`src/asr_pkg.sv`:
```
// Package of constants, timing figures and carrier types for the SRAM host.
`default_nettype none

package asr_pkg;

    ////////////////////////////////////////////////////////////////////////
    // Array geometry.
    localparam int ADDR_W  = 17;
    localparam int DATA_W  = 8;
    localparam int DEPTH   = 131072;

    ////////////////////////////////////////////////////////////////////////
    // System clock.
    localparam int CLK_PERIOD_NS = 100;

    ////////////////////////////////////////////////////////////////////////
    // Timing figures in ns, fast grade then slow grade; power-down recovery in ms.
    localparam int T_CR_FAST_NS       = 55;
    localparam int T_CR_SLOW_NS       = 70;
    localparam int T_ACC_ADDR_FAST_NS = 55;
    localparam int T_ACC_ADDR_SLOW_NS = 70;
    localparam int T_ACC_SEL_FAST_NS  = 55;
    localparam int T_ACC_SEL_SLOW_NS  = 70;
    localparam int T_ACC_OE_FAST_NS   = 30;
    localparam int T_ACC_OE_SLOW_NS   = 35;
    localparam int T_DIS_FAST_NS      = 20;
    localparam int T_DIS_SLOW_NS      = 25;
    localparam int T_CW_FAST_NS       = 55;
    localparam int T_CW_SLOW_NS       = 70;
    localparam int T_WP_FAST_NS       = 45;
    localparam int T_WP_SLOW_NS       = 50;
    localparam int T_SU_AWH_FAST_NS   = 50;
    localparam int T_SU_AWH_SLOW_NS   = 55;
    localparam int T_SU_SEL_FAST_NS   = 50;
    localparam int T_SU_SEL_SLOW_NS   = 55;
    localparam int T_SU_D_FAST_NS     = 25;
    localparam int T_SU_D_SLOW_NS     = 30;
    localparam int T_PD_SETUP_NS      = 0;
    localparam int T_PD_RECOVER_MS    = 5;

    // A least time rounded up to whole cycles, never below one.
    function automatic int minCycles(input int ns);
        int c;
        c = (ns + CLK_PERIOD_NS - 1) / CLK_PERIOD_NS;
        return (c < 1) ? 1 : c;
    endfunction : minCycles

    function automatic int max2(input int a, input int b);
        return (a > b) ? a : b;
    endfunction : max2

    localparam int PD_RECOVER_CYC =
        (T_PD_RECOVER_MS * 1000000) / CLK_PERIOD_NS;

    ////////////////////////////////////////////////////////////////////////
    // Pin levels.
    localparam logic SEL1_ACTIVE   = 1'b0;
    localparam logic SEL1_IDLE     = 1'b1;
    localparam logic SEL2_ACTIVE   = 1'b1;
    localparam logic SEL2_IDLE     = 1'b0;
    localparam logic STROBE_ON     = 1'b0;
    localparam logic STROBE_OFF    = 1'b1;
    localparam logic DRIVE_ON      = 1'b0;
    localparam logic DRIVE_OFF     = 1'b1;
    localparam logic [ADDR_W-1:0] ADDR_RST = 17'h00000;
    localparam logic [DATA_W-1:0] DATA_RST = 8'h00;

    ////////////////////////////////////////////////////////////////////////
    // Carriers.
    typedef struct packed {
        logic              write;
        logic [ADDR_W-1:0] addr;
        logic [DATA_W-1:0] data;
    } asr_req_t;

    typedef struct packed {
        logic [ADDR_W-1:0] addr;
        logic [DATA_W-1:0] dqOut;
        logic              dqOeN;
        logic              selectOneN;
        logic              selectTwoHigh;
        logic              writeStrobeN;
        logic              outGateN;
    } asr_pins_t;

    typedef enum logic [2:0] {
        ST_IDLE,
        ST_READ,
        ST_WR_SETUP,
        ST_WR_PULSE,
        ST_WR_RECOVER,
        ST_PWR_OFF,
        ST_PWR_RECOVER
    } asr_state_t;

endpackage : asr_pkg

`default_nettype wire

```
`src/asr_host.sv`:
```
// Host controller that runs byte reads and writes on an asynchronous SRAM.
`default_nettype none
// Notes on behaviour
// - Address stable before write strobe rises.
// - Both selects active before write ends.
// - Host never drives against memory output.
// - Active-high select held solid during power-down.
// - Deselect no later than supply falls; the host deselects on the first clock edge that samples supplyOk low.
// - Wait recovery time after supply returns.

module asr_host
    import asr_pkg::*;
#(
    parameter bit FAST_GRADE    = 1'b1,
    parameter int RECOVER_CYC   = asr_pkg::PD_RECOVER_CYC,
    parameter int TIMER_W       = 16
) (
    input  wire logic                     sys_clk,    // System clock.
    input  wire logic                     srst,       // Synchronous reset.
    input  wire logic                     reqValid,   // Request offered.
    input  wire asr_pkg::asr_req_t        reqIn,      // Request fields.
    output logic                          reqReady,   // Request taken.
    output logic                          doneValid,  // Access finished.
    output logic                          doneWrite,  // Finished one wrote.
    output logic [asr_pkg::DATA_W-1:0]    rdData,     // Read byte.
    input  wire logic                     supplyOk,   // Supply in range.
    output logic                          memReady,   // Memory usable.
    output asr_pkg::asr_pins_t            pins,       // SRAM pin drive.
    input  wire logic [asr_pkg::DATA_W-1:0] dqIn      // SRAM byte lines.
);

    import asr_pkg::*;

    ////////////////////////////////////////////////////////////////////////
    // Phase lengths for the chosen grade.
    localparam int RD_NS = FAST_GRADE ?
        max2(T_CR_FAST_NS, max2(T_ACC_ADDR_FAST_NS,
             max2(T_ACC_SEL_FAST_NS, T_ACC_OE_FAST_NS))) :
        max2(T_CR_SLOW_NS, max2(T_ACC_ADDR_SLOW_NS,
             max2(T_ACC_SEL_SLOW_NS, T_ACC_OE_SLOW_NS)));
    localparam int WP_NS = FAST_GRADE ?
        max2(T_WP_FAST_NS, max2(T_SU_AWH_FAST_NS,
             max2(T_SU_SEL_FAST_NS, T_SU_D_FAST_NS))) :
        max2(T_WP_SLOW_NS, max2(T_SU_AWH_SLOW_NS,
             max2(T_SU_SEL_SLOW_NS, T_SU_D_SLOW_NS)));
    localparam int DIS_NS = FAST_GRADE ? T_DIS_FAST_NS : T_DIS_SLOW_NS;
    localparam int CW_NS  = FAST_GRADE ? T_CW_FAST_NS : T_CW_SLOW_NS;

    localparam int RD_CYC    = minCycles(RD_NS);
    localparam int WP_CYC    = minCycles(WP_NS);
    localparam int SETUP_CYC = minCycles(max2(DIS_NS, T_PD_SETUP_NS));
    // Setup and recovery add to the pulse; the total must meet tcw.
    localparam int WREC_CYC  = max2(1, minCycles(CW_NS) - WP_CYC
                                    - SETUP_CYC);

    localparam logic [TIMER_W-1:0] RD_LOAD    = TIMER_W'(RD_CYC - 1);
    localparam logic [TIMER_W-1:0] WP_LOAD    = TIMER_W'(WP_CYC - 1);
    localparam logic [TIMER_W-1:0] SETUP_LOAD = TIMER_W'(SETUP_CYC - 1);
    localparam logic [TIMER_W-1:0] WREC_LOAD  = TIMER_W'(WREC_CYC - 1);
    localparam logic [TIMER_W-1:0] PD_LOAD    = TIMER_W'(RECOVER_CYC - 1);

    generate
        if (RECOVER_CYC < 1 || RECOVER_CYC > (2 ** TIMER_W)) begin : g_bad
            $error("asr_host: RECOVER_CYC does not fit TIMER_W");
        end
        if (2 ** ADDR_W != DEPTH) begin : g_geom
            $error("asr_host: address width does not match depth");
        end
    endgenerate

    ////////////////////////////////////////////////////////////////////////
    // Phase timer.
    logic                 timerLoad;
    logic [TIMER_W-1:0]   timerValue;
    logic                 timerDone;

    asr_timer #(
        .WIDTH     (TIMER_W)
    ) u_timer (
        .sys_clk   (sys_clk),
        .srst      (srst),
        .load      (timerLoad),
        .loadValue (timerValue),
        .expired   (timerDone)
    );

    ////////////////////////////////////////////////////////////////////////
    // Sequencer.
    asr_state_t  state_r;
    asr_state_t  state_nxt;
    asr_req_t    req_r;
    logic        take;

    assign take     = reqValid && reqReady;
    assign reqReady = (state_r == ST_IDLE) && supplyOk;

    always_comb begin
        state_nxt  = state_r;
        timerLoad  = 1'b0;
        timerValue = '0;
        if (!supplyOk && state_r != ST_PWR_OFF) begin
            // Deselect on the same edge the supply is seen low.
            state_nxt = ST_PWR_OFF;
        end else begin
            case (state_r)
                ST_IDLE: begin
                    if (take && reqIn.write) begin
                        state_nxt  = ST_WR_SETUP;
                        timerLoad  = 1'b1;
                        timerValue = SETUP_LOAD;
                    end else if (take) begin
                        state_nxt  = ST_READ;
                        timerLoad  = 1'b1;
                        timerValue = RD_LOAD;
                    end
                end
                ST_READ: begin
                    if (timerDone) begin
                        state_nxt = ST_IDLE;
                    end
                end
                ST_WR_SETUP: begin
                    if (timerDone) begin
                        state_nxt  = ST_WR_PULSE;
                        timerLoad  = 1'b1;
                        timerValue = WP_LOAD;
                    end
                end
                ST_WR_PULSE: begin
                    if (timerDone) begin
                        state_nxt  = ST_WR_RECOVER;
                        timerLoad  = 1'b1;
                        timerValue = WREC_LOAD;
                    end
                end
                ST_WR_RECOVER: begin
                    if (timerDone) begin
                        state_nxt = ST_IDLE;
                    end
                end
                ST_PWR_OFF: begin
                    if (supplyOk) begin
                        state_nxt  = ST_PWR_RECOVER;
                        timerLoad  = 1'b1;
                        timerValue = PD_LOAD;
                    end
                end
                ST_PWR_RECOVER: begin
                    if (timerDone) begin
                        state_nxt = ST_IDLE;
                    end
                end
                default: begin
                    state_nxt = ST_PWR_OFF;
                end
            endcase
        end
    end

    // Reset assumes the supply has just come up, so recovery is served first.
    always_ff @(posedge sys_clk) begin
        if (srst) begin
            state_r <= ST_PWR_OFF;
        end else begin
            state_r <= state_nxt;
        end
    end

    always_ff @(posedge sys_clk) begin
        if (srst) begin
            req_r <= '{write: 1'b0, addr: ADDR_RST, data: DATA_RST};
        end else if (take) begin
            req_r <= reqIn;
        end
    end

    ////////////////////////////////////////////////////////////////////////
    // Completion and read capture.
    logic finishRead;
    logic finishWrite;

    assign finishRead  = (state_r == ST_READ) && timerDone && supplyOk;
    assign finishWrite = (state_r == ST_WR_RECOVER) && timerDone && supplyOk;

    always_ff @(posedge sys_clk) begin
        if (srst) begin
            rdData <= DATA_RST;
        end else if (finishRead) begin
            // Sampled while the chip is still selected, before any change.
            rdData <= dqIn;
        end
    end

    always_ff @(posedge sys_clk) begin
        if (srst) begin
            doneValid <= 1'b0;
            doneWrite <= 1'b0;
        end else begin
            doneValid <= finishRead || finishWrite;
            doneWrite <= finishWrite;
        end
    end

    always_ff @(posedge sys_clk) begin
        if (srst) begin
            memReady <= 1'b0;
        end else begin
            memReady <= (state_nxt != ST_PWR_OFF) &&
                        (state_nxt != ST_PWR_RECOVER);
        end
    end

    ////////////////////////////////////////////////////////////////////////
    // Pin drive, registered from the next state so pins switch cleanly.
    asr_pins_t pins_nxt;

    always_comb begin
        pins_nxt               = pins;
        pins_nxt.dqOeN         = DRIVE_OFF;
        pins_nxt.selectOneN    = SEL1_IDLE;
        // Driven low whenever no access runs, so power-down never floats it.
        pins_nxt.selectTwoHigh = SEL2_IDLE;
        pins_nxt.writeStrobeN  = STROBE_OFF;
        pins_nxt.outGateN      = STROBE_OFF;
        case (state_nxt)
            ST_READ: begin
                pins_nxt.addr          = take ? reqIn.addr : req_r.addr;
                pins_nxt.selectOneN    = SEL1_ACTIVE;
                pins_nxt.selectTwoHigh = SEL2_ACTIVE;
                pins_nxt.outGateN      = STROBE_ON;
            end
            ST_WR_SETUP: begin
                // Gate high and strobe high while selecting, so the memory
                // never drives and the strobe falls after the select.
                pins_nxt.addr          = take ? reqIn.addr : req_r.addr;
                pins_nxt.selectOneN    = SEL1_ACTIVE;
                pins_nxt.selectTwoHigh = SEL2_ACTIVE;
            end
            ST_WR_PULSE: begin
                pins_nxt.selectOneN    = SEL1_ACTIVE;
                pins_nxt.selectTwoHigh = SEL2_ACTIVE;
                pins_nxt.writeStrobeN  = STROBE_ON;
                pins_nxt.dqOut         = req_r.data;
                pins_nxt.dqOeN         = DRIVE_ON;
            end
            ST_WR_RECOVER: begin
                // Data held one phase past the strobe rise for hold time.
                pins_nxt.selectOneN    = SEL1_ACTIVE;
                pins_nxt.selectTwoHigh = SEL2_ACTIVE;
                pins_nxt.dqOeN         = DRIVE_ON;
            end
            ST_IDLE, ST_PWR_OFF, ST_PWR_RECOVER: begin
                pins_nxt.dqOeN = DRIVE_OFF;
            end
            default: begin
                pins_nxt.dqOeN = DRIVE_OFF;
            end
        endcase
    end

    always_ff @(posedge sys_clk) begin
        if (srst) begin
            pins <= '{addr:          ADDR_RST,
                      dqOut:         DATA_RST,
                      dqOeN:         DRIVE_OFF,
                      selectOneN:    SEL1_IDLE,
                      selectTwoHigh: SEL2_IDLE,
                      writeStrobeN:  STROBE_OFF,
                      outGateN:      STROBE_OFF};
        end else begin
            pins <= pins_nxt;
        end
    end

endmodule : asr_host

`default_nettype wire

```
`src/asr_timer.sv`:
```
// Loadable down counter that times each phase of the SRAM host.
`default_nettype none

module asr_timer #(
    parameter int WIDTH = 16
) (
    input  wire logic             sys_clk,   // System clock.
    input  wire logic             srst,      // Synchronous reset.
    input  wire logic             load,      // Load a new count.
    input  wire logic [WIDTH-1:0] loadValue, // Cycles left minus one.
    output logic                  expired    // Count has reached zero.
);

    logic [WIDTH-1:0] count_r;

    generate
        if (WIDTH < 1) begin : g_bad_width
            $error("asr_timer: WIDTH must be at least one");
        end
    endgenerate

    always_ff @(posedge sys_clk) begin
        if (srst) begin
            count_r <= '0;
        end else if (load) begin
            count_r <= loadValue;
        end else if (count_r != '0) begin
            count_r <= count_r - 1'b1;
        end
    end

    assign expired = (count_r == '0);

endmodule : asr_timer

`default_nettype wire

```
`config.mk`:
```
export PLATFORM = sky130hd
export DESIGN_NAME = asr_host
export DESIGN_NICKNAME = d
export VERILOG_FILES = /design/src/asr_pkg.sv /design/src/asr_host.sv /design/src/asr_timer.sv
export SDC_FILE = /design/constraint.sdc
export NUM_CORES = 1
export LEC_CHECK = 0
export BUFFER_PORTS_ARGS = -buffer_cell sky130_fd_sc_hd__buf_4
export CAP_MARGIN = 5
export CELL_PAD_IN_SITES_DETAIL_PLACEMENT = 1
export CELL_PAD_IN_SITES_GLOBAL_PLACEMENT = 2
export CORE_MARGIN = 2
export CORE_UTILIZATION = 32
export CTS_CLUSTER_DIAMETER = 30
export CTS_CLUSTER_SIZE = 16
export DETAILED_ROUTE_END_ITERATION = 7
export HOLD_SLACK_MARGIN = 0.12
export PLACE_DENSITY_LB_ADDON = 0.1
export SLEW_MARGIN = 20
export SYNTH_ARGS = -nofsm -noshare
export SYNTH_HDL_FRONTEND = slang
export SYNTH_SLANG_ARGS = --single-unit
export TNS_END_PERCENT = 20
```
`constraint.sdc`:
```
create_clock -name sys_clk -period 3.5 [get_ports sys_clk]
set_input_delay 0.35 -clock sys_clk [delete_from_list [all_inputs] [get_ports sys_clk]]
set_output_delay 0.35 -clock sys_clk [all_outputs]
set_load 0.02 [all_outputs]
```
==> results.toml <==
[outcome]
outcome = "finished clean"

[power]
p_int_w = 0.001592
fin_total_pwr_w = 0.002249
power_density_nw_per_um2 = 499.8
power_frac_comb = 0.186
ir_drop_v = 0.0002284
p_sw_w = 0.0006569
clkPwrFrac = 0.332
power_frac_seq = 0.482
power.leakage_nw = 1.780
switching_share = 0.2921

[cts]
clk_path_buf_depth = 2
cts.clk_slew.worst_paths_ps = 90
cts.sinks = 85
cts_tree = "yes"
clockRootBuffer = "clkbuf_8"
numCtsBuffers = 9
htree_levels = 3
cts_hold_buf = 0
clk_latency_ps = 350
cts_resized = 0
post-cts-setup-buffers = 0

[sta]
finClkSkew_ps = 18.14
grt_setup_unrepaired = "false"
max_slew_margin = 0.3883
hold-worst-slack_ps = 231.3
fmax_mhz = 347.5
tns_ps = 0
drv_slew = 0
tightest_slew_ps = 916.5
hold_violations = 0
finalCritPeriodShare = 0.8222
min_period_ps = 2878
finalSetupViolations = 0

[synthesis]
syn_nets = 440
yosysWarnings = 0
synth-async-reset-ratio = 0
synth-edff-count = 0
seq_area_frac_synth = 0.4769
netlist_instances = 400
ys_ff_latch = 85
netlist_area_um2 = 3568
synth_area_per_cell_um2 = 8.921
synth_cell_type_count = 49
synth_flop_cell = "dfxtp_1"

[worst_setup_path]
worst_setup_path_end_kind = "flip-flop"
path_max_fanout = 17
cp.required_ps = 3740
path_class = "reg2reg"
start_kind = "flip-flop"
arrival_ps = 3110

[final_layout]
area_growth_syn_to_layout_pct = 26.09
fillCellCount = 1315
multi_input_area_um2 = 1745
final_cell_mix = "85 x dfxtp_1, 85 x buf_4, 76 x nand2_1"
num_antenna_cells = 0
nNetsFinal = 512
drive_gt1_frac = 0.2453
regArea_um2 = 1702

[placed_design]
globalplace.congestion = 0.7647
hpwl_um = 6159
io_buffer_count = 79

[drt]
maxUsedRoutingLayer = "met4"
drc = 0
via_per_inst = 4.788
vias = 2954
post_drt_wl_per_cell_um = 14.28
drt_iter0_markers = 26
wl_met1_um = 4333
ant_nets = 0
dr_wl_met2_um = 4048
routed_wl_um = 8809
wl_met3_um = 341
dr.pass1.iters = 4

[floorplanning]
io_pins = 80
die_y_um = 109.6
row_count = 38
start_util = 0.3292
die_x_um = 109.6
core_area_um2 = 10840
die-area_um2 = 12010

[global_routing]
gr-total-overflow = 0
grt_start_max_net_pins = 61
grt_pass1_wl_um = 14630
grt_pass1_vias = 2924
grt_antenna_before_repair = 0
grt_usage = 0.1563

[flow_run]
maxCapViolations = 0

[min_path]
hold_path_class = "in2reg"
-- layout make-up --
cell class | instances | share of cell area
repair buffers | 85 | 0.1418
clock inverters | 5 | 0.01446
multi-input cells | 285 | 0.3879
well taps | 140 | 0.03893
clock buffers | 11 | 0.03365
inverters | 6 | 0.005006
flip-flops and latches | 85 | 0.3782
-- power groups by stage --
stage	Clock, W	Sequential, W	Combinational (W)
after detailed placement	0	0.00111	0.000422
final	0.000746	0.00108	0.000418
after CTS	0.000770	0.00108	0.000425
after global routing	0.000821	0.00109	0.000475
after global placement	0	0.00110	0.000417
after floorplan	0	0.00109	0.000308
-- per-layer routing --
layer,up-vias,track usage
met5,-,0
met3,8,0.03734
met4,0,0.04069
li1,1490,-
met2,51,0.2469
met1,1405,0.2138
-- logic make-up after synthesis --
logic type / Yosys count / synth area share
mux: 36 / 0.1073
fa+ha+maj: 2 / 0.007012
flops: 85 / 0.4769
compound gates: 63 / 0.1136
simple gates: 171 / 0.2286
xor+xnor: 13 / 0.03191
buf+inv: 30 / 0.03471
-- registers in the layout (all words and copies together) (netlist names) --
name / count
pins: 30
doneWrite: 1
doneValid: 1
memReady: 1
u_timer.count_r: 16
req_r: 25
state_r: 3
rdData: 8
-- worst max-delay path, stage by stage, from the launching register on --
cell,delay [ps]
dfxtp_1,340
inv_1,110
ha_1,170
nor4b_1,310
and4_1,500
xnor2_1,110
and3_1,220
a2111oi_4,310
buf_4,320
mux2_2,370
-- synth_stat cells, types with 2 or more instances --
cell | instances | area, um^2
clkbuf_1 | 19 | 71.32
o21a_1 | 8 | 60.06
nand3_1 | 8 | 40.04
mux2_1 | 10 | 112.6
inv_1 | 6 | 22.52
nand2_1 | 76 | 285.3
a21oi_1 | 34 | 170.2
mux2_2 | 8 | 90.09
o21ai_0 | 3 | 15.01
or3b_2 | 2 | 17.52
mux2i_1 | 18 | 180.2
a21o_1 | 2 | 15.01
nand2b_1 | 4 | 25.02
o31ai_1 | 2 | 15.01
nor2b_1 | 24 | 150.1
buf_2 | 3 | 15.01
xnor2_1 | 9 | 78.83
nor2_1 | 31 | 116.4
xor2_1 | 4 | 35.03
nor3_1 | 9 | 45.04
or4_1 | 2 | 15.01
or3_1 | 2 | 12.51
dfxtp_1 | 85 | 1702
a211oi_1 | 2 | 15.01
o22ai_1 | 2 | 12.51
nor4_1 | 3 | 18.77
ha_1 | 2 | 25.02
-- worst paths after layout --
path / start / end / slack [ps] / depth (start not counted)
worst min register to register: req_r[24] / req_r[24] / 460 / 2
worst max register to register: u_timer.count_r[0] / pins[16] / 620 / 9
worst min-delay path: dqIn[3] / rdData[3] / 230 / 3
worst max-delay path: u_timer.count_r[0] / pins[16] / 620 / 9
-- stage by stage --
| stage | area [um^2] | utilization | cells | setup slack, ps |
|---|---|---|---|---|
| 6_report | 4499 | 0.4151 | 617 | 622.4 |
| 5_1_grt | 4499 | 0.4151 | 617 | 271.8 |
| 4_1_cts | 4499 | 0.4151 | 617 | 587.9 |
| 3_5_place_dp | 4283 | 0.3951 | 601 | 622.9 |
| 3_3_place_gp | 4283 | 0.3951 | 601 | 752.9 |
| 2_1_floorplan | 3568 | - | 400 | 927.6 |
No activity file was read; power rests on OpenSTA's default activity.
